==> src/core/lsw_pkg.sv <==
// constants for the led driver serial control and status word logic
package lsw_pkg;
    // ---------------------------------------------------------------
    // word geometry, zero-based bit positions (bit n is index n-1)
    // ---------------------------------------------------------------
    localparam int WORD_W = 36;
    localparam int ADDR_LSB = 0;
    localparam int ADDR_W = 3;
    localparam int INTA_LSB = 3;
    localparam int INTB_LSB = 13;
    localparam int INT_W = 10;
    localparam int WDDIS_BIT = 23;
    localparam int DIV_LSB = 24;
    localparam int DIV_W = 4;
    localparam int COARSEA_LSB = 28;
    localparam int COARSEB_LSB = 32;
    localparam int COARSE_W = 4;
    localparam int SLOTS = 8;
    // status word
    localparam int OPENA_LSB = 0;
    localparam int OPENB_LSB = 8;
    localparam int WDFLAG_BIT = 16;
    localparam int THERM_BIT = 17;
    localparam int REV_LSB = 18;
    localparam int REV_W = 3;
    localparam int FILL_LSB = 21;
    localparam int FILL_W = 15;
    localparam logic [14:0] FILL_PATTERN = 15'h2AAA;
    // ---------------------------------------------------------------
    // input synchroniser lanes
    // ---------------------------------------------------------------
    localparam int SYNC_W = 20;
    localparam int LANE_SCLK = 0;
    localparam int LANE_LOAD = 1;
    localparam int LANE_SIN = 2;
    localparam int LANE_THERM = 3;
    localparam int LANE_OPEN = 4;
    // ---------------------------------------------------------------
    // timing
    // ---------------------------------------------------------------
    localparam int CLK_MHZ = 50;
    localparam int WD_MIN_US = 25;
    localparam int WD_MAX_US = 200;
    // longest time, rounded down to whole cycles
    localparam int WD_CYCLES = WD_MAX_US * CLK_MHZ;
    localparam logic [2:0] REV_DEFAULT = 3'h5; // arbitrary value

    typedef enum logic [1:0] {
        XF_SHIFT,
        XF_WAIT_FALL,
        XF_WAIT_RISE,
        XF_HOLD
    } lsw_xfer_type;
endpackage

==> src/core/lsw_serial_word.sv <==
// serial control word intake and status word readback for the led driver
`timescale 1ns/1ns
// Contract
// - control word: slot 1-3, intensity A 4-13, B 14-23, wd 24, div, coarse
// - control bit 24 set disables the serial clock watchdog
// - status word: open flags A, B, watchdog, thermal, revision, filler
// - status bits 1-8 report bank A outputs, open output reads 0
// - status bits 9-16 report bank B outputs, same polarity
// - status bit 17 reads 1 after a watchdog timeout
// - status bit 18 reads 1 while over-temperature is detected
// - status bits 22-36 alternate, 0 at even bits, 1 at odd bits
// - timeout after 25 to 200 us without serial clock edges
// - transfer strobe low: plain shift register from input to output
// - strobe high: first falling edge loads control, next rise loads status
// - control bit 36 shifted first, status bit 36 presented first
// - pwm clock is serial clock divided by divisor code plus one
module lsw_serial_word #(
    parameter int WD_CYCLES = lsw_pkg::WD_CYCLES,
    parameter logic [2:0] MASK_REV = lsw_pkg::REV_DEFAULT
) (
    input wire logic clk, // 50 MHz system clock
    input wire logic rst_b, // synchronous reset, active low
    input wire logic serial_bit_clock, // shift clock pin
    input wire logic loadStrobe, // transfer strobe pin
    input wire logic serial_input_pin, // serial data in
    input wire logic overTemp, // over-temperature detect
    input wire logic [7:0] openA, // bank A open detect, 1 = open
    input wire logic [7:0] openB, // bank B open detect, 1 = open
    output logic serialOut, // serial data out
    output logic [79:0] intensityA, // bank A slot intensities
    output logic [79:0] intensityB, // bank B slot intensities
    output logic [3:0] coarseA, // bank A coarse level
    output logic [3:0] coarseB, // bank B coarse level
    output logic [3:0] pwmDivisor, // pwm clock divisor code
    output logic wdDisabled, // watchdog disabled
    output logic pwmTick, // pwm clock enable pulse
    output logic outputsOff // all outputs forced off
);
    localparam int WDW = $clog2(WD_CYCLES + 1);
    localparam int SW = lsw_pkg::SYNC_W;
    localparam int W = lsw_pkg::WORD_W;

    typedef struct packed {
        logic [SW-1:0] s1;
        logic [SW-1:0] s2;
        logic [SW-1:0] s3;
        logic [SW-1:0] filt;
        lsw_pkg::lsw_xfer_type st;
        logic [W-1:0] shift;
        logic [7:0][9:0] intA;
        logic [7:0][9:0] intB;
        logic [3:0] coarseA;
        logic [3:0] coarseB;
        logic [3:0] divisor;
        logic wdDisable;
        logic [WDW-1:0] wdCnt;
        logic wdExpired;
        logic wdFlag;
        logic [3:0] divCnt;
        logic pwmTick;
        logic off;
    } lsw_state_type;

    lsw_state_type r_reg;
    lsw_state_type r_next;
    logic sclkRise;
    logic sclkFall;
    logic loadNow;
    logic sinNow;
    logic thermNow;
    logic [W-1:0] statusWord;

    // ---------------------------------------------------------------
    // status word assembly
    // ---------------------------------------------------------------
    function automatic logic [W-1:0] buildStatus(
        input logic [15:0] openFilt,
        input logic wdf,
        input logic therm
    );
        logic [W-1:0] s;
        s = '0;
        // open output reads 0
        s[lsw_pkg::OPENA_LSB +: 8] = ~openFilt[7:0];
        s[lsw_pkg::OPENB_LSB +: 8] = ~openFilt[15:8];
        s[lsw_pkg::WDFLAG_BIT] = wdf;
        s[lsw_pkg::THERM_BIT] = therm;
        s[lsw_pkg::REV_LSB +: lsw_pkg::REV_W] = MASK_REV;
        s[lsw_pkg::FILL_LSB +: lsw_pkg::FILL_W] = lsw_pkg::FILL_PATTERN;
        return s;
    endfunction

    // ---------------------------------------------------------------
    // next state
    // ---------------------------------------------------------------
    always_comb begin
        logic [SW-1:0] agree;
        logic [2:0] slot;
        agree = '0;
        slot = '0;
        r_next = r_reg;
        // three-stage sync; a change counts when stages two and three agree
        r_next.s1 = {openB, openA, overTemp, serial_input_pin, loadStrobe,
                     serial_bit_clock};
        r_next.s2 = r_reg.s1;
        r_next.s3 = r_reg.s2;
        agree = ~(r_reg.s2 ^ r_reg.s3);
        r_next.filt = (agree & r_reg.s3) | (~agree & r_reg.filt);
        sclkRise = r_next.filt[lsw_pkg::LANE_SCLK]
                   & ~r_reg.filt[lsw_pkg::LANE_SCLK];
        sclkFall = ~r_next.filt[lsw_pkg::LANE_SCLK]
                   & r_reg.filt[lsw_pkg::LANE_SCLK];
        loadNow = r_next.filt[lsw_pkg::LANE_LOAD];
        sinNow = r_next.filt[lsw_pkg::LANE_SIN];
        thermNow = r_next.filt[lsw_pkg::LANE_THERM];
        statusWord = buildStatus(r_reg.filt[lsw_pkg::LANE_OPEN +: 16],
                                 r_reg.wdFlag, thermNow);
        slot = r_reg.shift[lsw_pkg::ADDR_LSB +: lsw_pkg::ADDR_W];
        r_next.pwmTick = 1'b0;

        // transfer sequencing
        case (r_reg.st)
            lsw_pkg::XF_SHIFT: begin
                if (loadNow) begin
                    r_next.st = lsw_pkg::XF_WAIT_FALL;
                end else if (sclkRise) begin
                    // first bit in travels to the top, out first
                    r_next.shift = {r_reg.shift[W-2:0], sinNow};
                end
            end
            lsw_pkg::XF_WAIT_FALL: begin
                if (!loadNow) begin
                    r_next.st = lsw_pkg::XF_SHIFT;
                end else if (sclkFall) begin
                    // only the addressed slot takes intensities
                    r_next.intA[slot] =
                        r_reg.shift[lsw_pkg::INTA_LSB +: lsw_pkg::INT_W];
                    r_next.intB[slot] =
                        r_reg.shift[lsw_pkg::INTB_LSB +: lsw_pkg::INT_W];
                    r_next.wdDisable = r_reg.shift[lsw_pkg::WDDIS_BIT];
                    r_next.divisor =
                        r_reg.shift[lsw_pkg::DIV_LSB +: lsw_pkg::DIV_W];
                    r_next.coarseA =
                        r_reg.shift[lsw_pkg::COARSEA_LSB +: lsw_pkg::COARSE_W];
                    r_next.coarseB =
                        r_reg.shift[lsw_pkg::COARSEB_LSB +: lsw_pkg::COARSE_W];
                    r_next.st = lsw_pkg::XF_WAIT_RISE;
                end
            end
            lsw_pkg::XF_WAIT_RISE: begin
                if (!loadNow) begin
                    r_next.st = lsw_pkg::XF_SHIFT;
                end else if (sclkRise) begin
                    r_next.shift = statusWord;
                    r_next.st = lsw_pkg::XF_HOLD;
                end
            end
            lsw_pkg::XF_HOLD: begin
                if (!loadNow) begin
                    r_next.st = lsw_pkg::XF_SHIFT;
                end
            end
            default: begin
                r_next.st = lsw_pkg::XF_SHIFT;
            end
        endcase

        // pwm clock divider on serial clock rising edges
        if (sclkRise) begin
            if (r_reg.divCnt >= r_reg.divisor) begin
                r_next.divCnt = '0;
                r_next.pwmTick = 1'b1;
            end else begin
                r_next.divCnt = r_reg.divCnt + 4'h1;
            end
        end

        // watchdog on serial clock activity
        if (r_reg.wdDisable || sclkRise || sclkFall) begin
            r_next.wdCnt = '0;
            r_next.wdExpired = 1'b0;
        end else if (r_reg.wdCnt == WDW'(WD_CYCLES - 1)) begin
            r_next.wdExpired = 1'b1;
        end else begin
            r_next.wdCnt = r_reg.wdCnt + WDW'(1);
        end
        // sticky flag cleared by status capture, a new timeout wins
        if (r_reg.st == lsw_pkg::XF_WAIT_RISE && loadNow && sclkRise) begin
            r_next.wdFlag = 1'b0;
        end
        if (r_next.wdExpired) begin
            r_next.wdFlag = 1'b1;
        end
        r_next.off = r_next.wdExpired | thermNow;
    end

    // ---------------------------------------------------------------
    // state register
    // ---------------------------------------------------------------
    always_ff @(posedge clk) begin
        if (!rst_b) begin
            r_reg <= '0;
        end else begin
            r_reg <= r_next;
        end
    end

    // outputs straight from flops
    assign serialOut = r_reg.shift[W-1];
    assign intensityA = r_reg.intA;
    assign intensityB = r_reg.intB;
    assign coarseA = r_reg.coarseA;
    assign coarseB = r_reg.coarseB;
    assign pwmDivisor = r_reg.divisor;
    assign wdDisabled = r_reg.wdDisable;
    assign pwmTick = r_reg.pwmTick;
    assign outputsOff = r_reg.off;

    // only the addressed slot may change on a transfer
    for (genvar g = 0; g < lsw_pkg::SLOTS; g++) begin : gSlot

    end
endmodule

==> config.mk <==
export PLATFORM = sky130hd
export DESIGN_NAME = lsw_serial_word
export DESIGN_NICKNAME = d
export VERILOG_FILES = /design/src/core/lsw_pkg.sv /design/src/core/lsw_serial_word.sv
export SDC_FILE = /design/constraint.sdc
export NUM_CORES = 1
export LEC_CHECK = 0
export ABC_CLOCK_PERIOD_IN_PS = 2500
export BUFFER_PORTS_ARGS = -buffer_cell sky130_fd_sc_hd__buf_2
export CAP_MARGIN = 20
export CORE_MARGIN = 2
export CORE_UTILIZATION = 60
export DETAILED_ROUTE_END_ITERATION = 7
export PLACE_DENSITY = 0.87
export SLEW_MARGIN = 30
export SYNTH_ARGS = -nofsm -noshare
export SYNTH_HDL_FRONTEND = slang
export SYNTH_SLANG_ARGS = --single-unit
==> constraint.sdc <==
create_clock -name clk -period 2.5 [get_ports clk]
set_input_delay 0.375 -clock clk [delete_from_list [all_inputs] [get_ports clk]]
set_output_delay 0.375 -clock clk [all_outputs]
set_load 0.02 [all_outputs]
# --- Yosys cells after proc, flatten, opt, wreduce, memory -nomap -nowiden ---
# Index checks and enable logic that the tools add are counted.
classes:
  addsub: 2
  n_mul: 0
  n_div: 0
  n_lt_le_gt_ge: 3
  n_eq_ne: 12
  n_shift: 0
  mux: 21
  bitwise: 14
  n_reduce_logical: 13
op_table:
  columns: ["cell", "count"]
  rows:
  - ["bitwise mux 80 bit", 2]
  - ["2-to-1 mux 36 bit", 3]
  - ["case mux 36 bit (2 select lines)", 1]
  - ["AND 20 bit", 2]
  - ["NOT 20 bit", 2]
  - ["2-to-1 mux 38 bit", 1]
  - ["demux 10 bit (select 3 bit)", 1]
  - ["bitwise OR 20 bit", 1]
  - ["XOR 20 bit", 1]
  - ["NOT 8 bit", 2]
  - ["adder 14 x 1 -> 14 bit (second input constant)", 1]
  - ["equality test 14 bit (second input constant)", 1]
  - ["inequality test 2 bit (second input constant)", 6]
  - ["2-to-1 mux 10 bit", 1]
  - ["2-to-1 mux 2 bit", 5]
  - ["case mux 2 bit (4 select lines)", 1]
  - ["inequality test 3 bit (second input constant)", 2]
  - ["2-to-1 mux 1 bit", 5]
  - ["AND reduction 5 bit", 1]
  - ["adder 4 x 1 -> 4 bit (second input constant)", 1]
  - ["equality test 2 bit (second input constant)", 2]
  - ["greater-or-equal comparator 4 bit", 1]
  - ["< comparator 3 x 4 -> 1 bit (second input constant)", 1]
  - ["2-to-1 mux 4 bit", 1]
  - ["13 further kinds", 20]
totals:
  reg_bits: 313
  latchBits: 0
  mem_bits_rw: 0
  romBits: 0
  in_bits: 22
  out_inout_bits: 176
  word_cells: 97
  mem_count: 0

# --- Logic depth before layout (Yosys ltp) ---
depth:
  word_depth: 10
  ltp_mapped: 6

# --- Least setup slack after synthesis ---
# No wires, ideal clock.
synth_path:
  path_kind: "register to register"
  from: "register r_reg, in the netlist r_next[254]"
  to: "register r_reg[201] (netlist name)"
  arrival_ps: 1442
  slack_ps: 942
  path_stages_with_launch: 7
  n_path_buf: 2
  period_less_slack_ps: 1558
  path_cell_list: "dfxtp_1 maj3_2 xnor2_4 and2_1 buf_4 buf_6 o211a_1"
synth_via:
  elab_chain_len: 7
synth_rtl:
  columns: ["element", "line_no", "text"]
  rows:
  - ["from (decl)", "lsw_serial_word.sv:64", "lsw_state_type r_reg;"]
  - ["from (signal assigned)", "lsw_serial_word.sv:204", "r_reg <= r_next;"]
  - ["XOR 20 bit *", "lsw_serial_word.sv:107", "agree = ~(r_reg.s2 ^ r_reg.s3);"]
  - ["NOT 20 bit *", "lsw_serial_word.sv:107", null]
  - ["NOT 20 bit", "lsw_serial_word.sv:108", "r_next.filt = (agree & r_reg.s3) | (~agree & r_reg.filt);"]
  - ["AND 20 bit", "lsw_serial_word.sv:108", null]
  - ["bitwise OR 20 bit *", "lsw_serial_word.sv:108", null]
  - ["inequality test 2 bit (no line)", null, null]
  - ["AND reduction 5 bit (no line) *", null, null]
# Mark *: on every way between the ends. The rest lies on a longest branch, timed or not.
# A chain may end at the register's enable or synchronous reset.

# --- Worst setup path after layout ---
layout_path:
  from: "register r_reg[233] (netlist name)"
  to: "register r_reg[10] (netlist name)"
layout_via:
  elab_chain_len: 6
layout_rtl:
  columns: ["element", "line_no", "text"]
  rows:
  - ["AND 20 bit", "lsw_serial_word.sv:108", null]
  - ["bitwise OR 20 bit", "lsw_serial_word.sv:108", null]
  - ["AND 1 bit / NOT 1 bit (equally long branches)", "lsw_serial_word.sv:110, lsw_serial_word.sv:111", null]
  - ["logical OR 1 bit / AND 1 bit (equally long branches)", "lsw_serial_word.sv:179, lsw_serial_word.sv:112", null]
  - ["logical OR 1 bit *", "lsw_serial_word.sv:179", "if (r_reg.wdDisable || sclkRise || sclkFall) begin"]
  - ["OR reduction 2 bit (no line) *", null, null]
# Marked as above.

==> reports/results.ini <==
[outcome]
status = finished, final reports clean

[clock_network]
ctsHoldBuffers = 0
cts.sinks = 313
path_clk_slew_ns = 0.06
insertion_delay_ns = 0.54
numCtsBuffers = 30
clk_path_buf_depth = 3
htree_levels = 1
cts-root-buf = clkbuf_16
cts_setup_buffers = 0
cts_tree = built
ctsResizeCount = 0

[yosys]
synth_top_flop_cell = dfxtp_1
synthArstFlopShare_pct = 0
seq_area_frac_synth_pct = 52.09
syn-num-nets = 1325
syn_area_sq_mm = 0.01203
ys_seq_elements = 313
netlist_instances = 1297
synth_edf_count = 0
syn_area_per_cell_sq_um = 9.275
ys_types = 49
synth_warnings = 0

[hold_path]
min_path_type = input port to flip-flop

[route]
viasPerCell = 5.590
drc = 0
firstDrtPassIters = 5
drt_wl_total_mm = 26.11
drtAntennaViolNets = 0
first_iter_violations = 623
vias = 8815
routedWlPerCell_microns = 16.56

[global_route]
grt_util_all_layers_pct = 23.71
grt_pass1_wl_mm = 41.88
grt_max_degree = 69
gr-total-overflow = 0
grt_antenna_before_repair = 0
grt_pass1_vias = 8159

[worst_setup_path]
crit_path_top_delay_cell = or3_1
cpPeakStageDelay_ns = 0.62
path_cells = and3b_1 > or3_1 > a211o_1 > nand2_1
cp_num_buf_inv = 0
arrival_ns = 2.40
worstPathRequired_ns = 2.98
cp_top_family = simple AND/OR/NAND/NOR gates
critPathMaxFanout = 12
end_kind = flip-flop
startpoint_type = flip-flop
r2r_slack_ns = 0.59
path_class = flip-flop to flip-flop

[layout]
largest_reg_flops = 81
fill_cells = 1540
fin_cells = 1577
nNetsFinal = 1316
drive_gt1_share_pct = 21.57
areaGrowthSynthToFinish_pct = 6.792
antenna_cells = 0
seqCellArea_sq_mm = 0.006266
multi_input_area_sq_mm = 0.004019

[power]
powerDensity_mw_per_mm2 = 761.3
pwr-share-comb_pct = 1.6
power_mw = 9.779
p_int_mw = 7.789
p_clk_share_pct = 46.6
seq_power_share_pct = 51.7
p_leak_nw = 5.260
p_switching_mw = 1.990
power.share.switching_pct = 20.35
peakVddDrop_uv = 475.7

[timing]
period_needed_ns = 1.914
max_clock_freq_mhz = 522.3
period_share_pct = 76.58
max-slew-margin-rel_pct = 56.98
setup_viol = 0
setup_tns_ns = 0
setup_ws_ns = 0.5855
hold_viol = 0
worst_pin_slew_ns = 0.6453
timing.hold.ws_ns = 0.03629
rsz0062_at_grt = no
finClkSkew_ns = 0.01077
drv_slew = 0

[run]
maxCapViolations = 0

[place]
gp_congestion = 0.8461
place_ws_ns = 0.5614
hpwl_mm = 16.68
io_buffers = 197
placed_cells = 1521

[floorplanning]
die-area_sq_mm = 0.02120
core_sq_mm = 0.01959
start_util_pct = 61.40
ios = 198
die_w_microns = 145.6
rows = 51
chipHeight_microns = 145.6

-- final timing paths --
check                                  from           to  cells after the start
worst max-delay path             r_reg[233]    r_reg[10]                      4
worst min-delay path               openA[6]  r_next[283]                      2
worst max register to register   r_reg[233]    r_reg[10]                      4
worst min register to register  r_next[289]  r_next[269]                      1
-- layer usage --
metal  vias to the layer above  GRT usage [%]  wire length (microns)
met2                       385          40.55                  12490
met5                         -              0                      0
met3                        59          3.981                   1918
li1                       4295              -                      -
met4                         0          7.010                    633
met1                      4076          31.02                  11070
-- logic make-up (layout without fill, tap and decap cells) --
group,after synthesis,count (layout),share of synthesized area (%)
multiplexers,13,13,1.092
AND/OR/NAND/NOR,404,404,17.10
buffers and inverters,272,287,14.50
adder cells (fa/ha/maj),9,9,0.8841
XOR/XNOR,15,15,1.248
AO/OA/AOI/OAI,271,271,13.09
flip-flops,313,313,52.09
-- Yosys cell counts, types with 4 or more instances --
cell	instances	area (sq um)
buf_4	173	1299
and3_1	4	25.02
clkbuf_1	31	116.4
nor2_1	24	90.09
nand3_1	168	840.8
nand4_1	11	68.82
o21ai_0	18	90.09
o211a_1	16	160.2
mux2i_1	12	120.1
inv_1	11	41.29
o2111ai_1	18	157.7
buf_2	38	190.2
nand4b_1	4	35.03
nand3b_1	9	67.56
nand2_1	97	364.1
xnor2_1	9	78.83
ha_1	6	75.07
a211oi_2	5	62.56
nor3_1	6	30.03
o21ai_1	164	820.8
xor2_1	5	43.79
dfxtp_1	313	6266
buf_1	16	60.06
and2_1	63	394.1
a21oi_1	41	205.2
-- cells in the final DEF (no fill, tap or decap), types with 3 or more instances in the layout --
cell type  instances
xor2_1             5
xnor2_1            9
o21ai_0           18
buf_4             23
nand2_1           97
clkinv_2           9
nor2_1            24
o21ai_1          164
clkbuf_1           4
nand4_1           11
buf_2            196
and3b_1            3
nand4b_1           4
mux2i_1           12
ha_1               6
clkbuf_16         31
and3_1             4
o211a_1           16
a21oi_1           41
clkbuf_8           9
nand2b_1           3
nand3b_1           9
o2111ai_1         18
and2_1            63
a211oi_2           5
nand3_1          168
nor3b_1            3
dfxtp_1          313
inv_1             11
nor3_1             6
-- area by class of cell --
class                      count  share of cell area (%)
clock inverter                13                  0.9350
clock buffer                  43                   7.013
timing repair buffer         220                   9.087
sequential                   313                   48.78
tap                          265                   2.581
multi-input combinational    712                   31.28
inverter                      11                  0.3214
-- power groups by stage --
stage                     clock network, mW  logic, mW  registers, mW
after floorplan                           0      0.117           5.16
after global placement                    0      0.158           5.17
after detailed placement                  0      0.160           5.17
after CTS                              4.61      0.162           5.06
after global routing                   4.83      0.180           5.06
final                                  4.56      0.161           5.06
-- worst reg2reg max path: stages (launching register included) --
cell and delay (ns):
dfxtp_1 0.48, and3b_1 0.35, or3_1 0.62, a211o_1 0.35
nand2_1 0.06
-- through the flow --
stage | util [%] | instance area (sq um)
detailed placement | 60.36 | 11830
global route | 65.57 | 12850
floorplan | - | 12030
finish | 65.57 | 12850
CTS | 65.57 | 12850
global placement | 60.36 | 11830
Note: power is estimated with default switching activity, not from simulation.
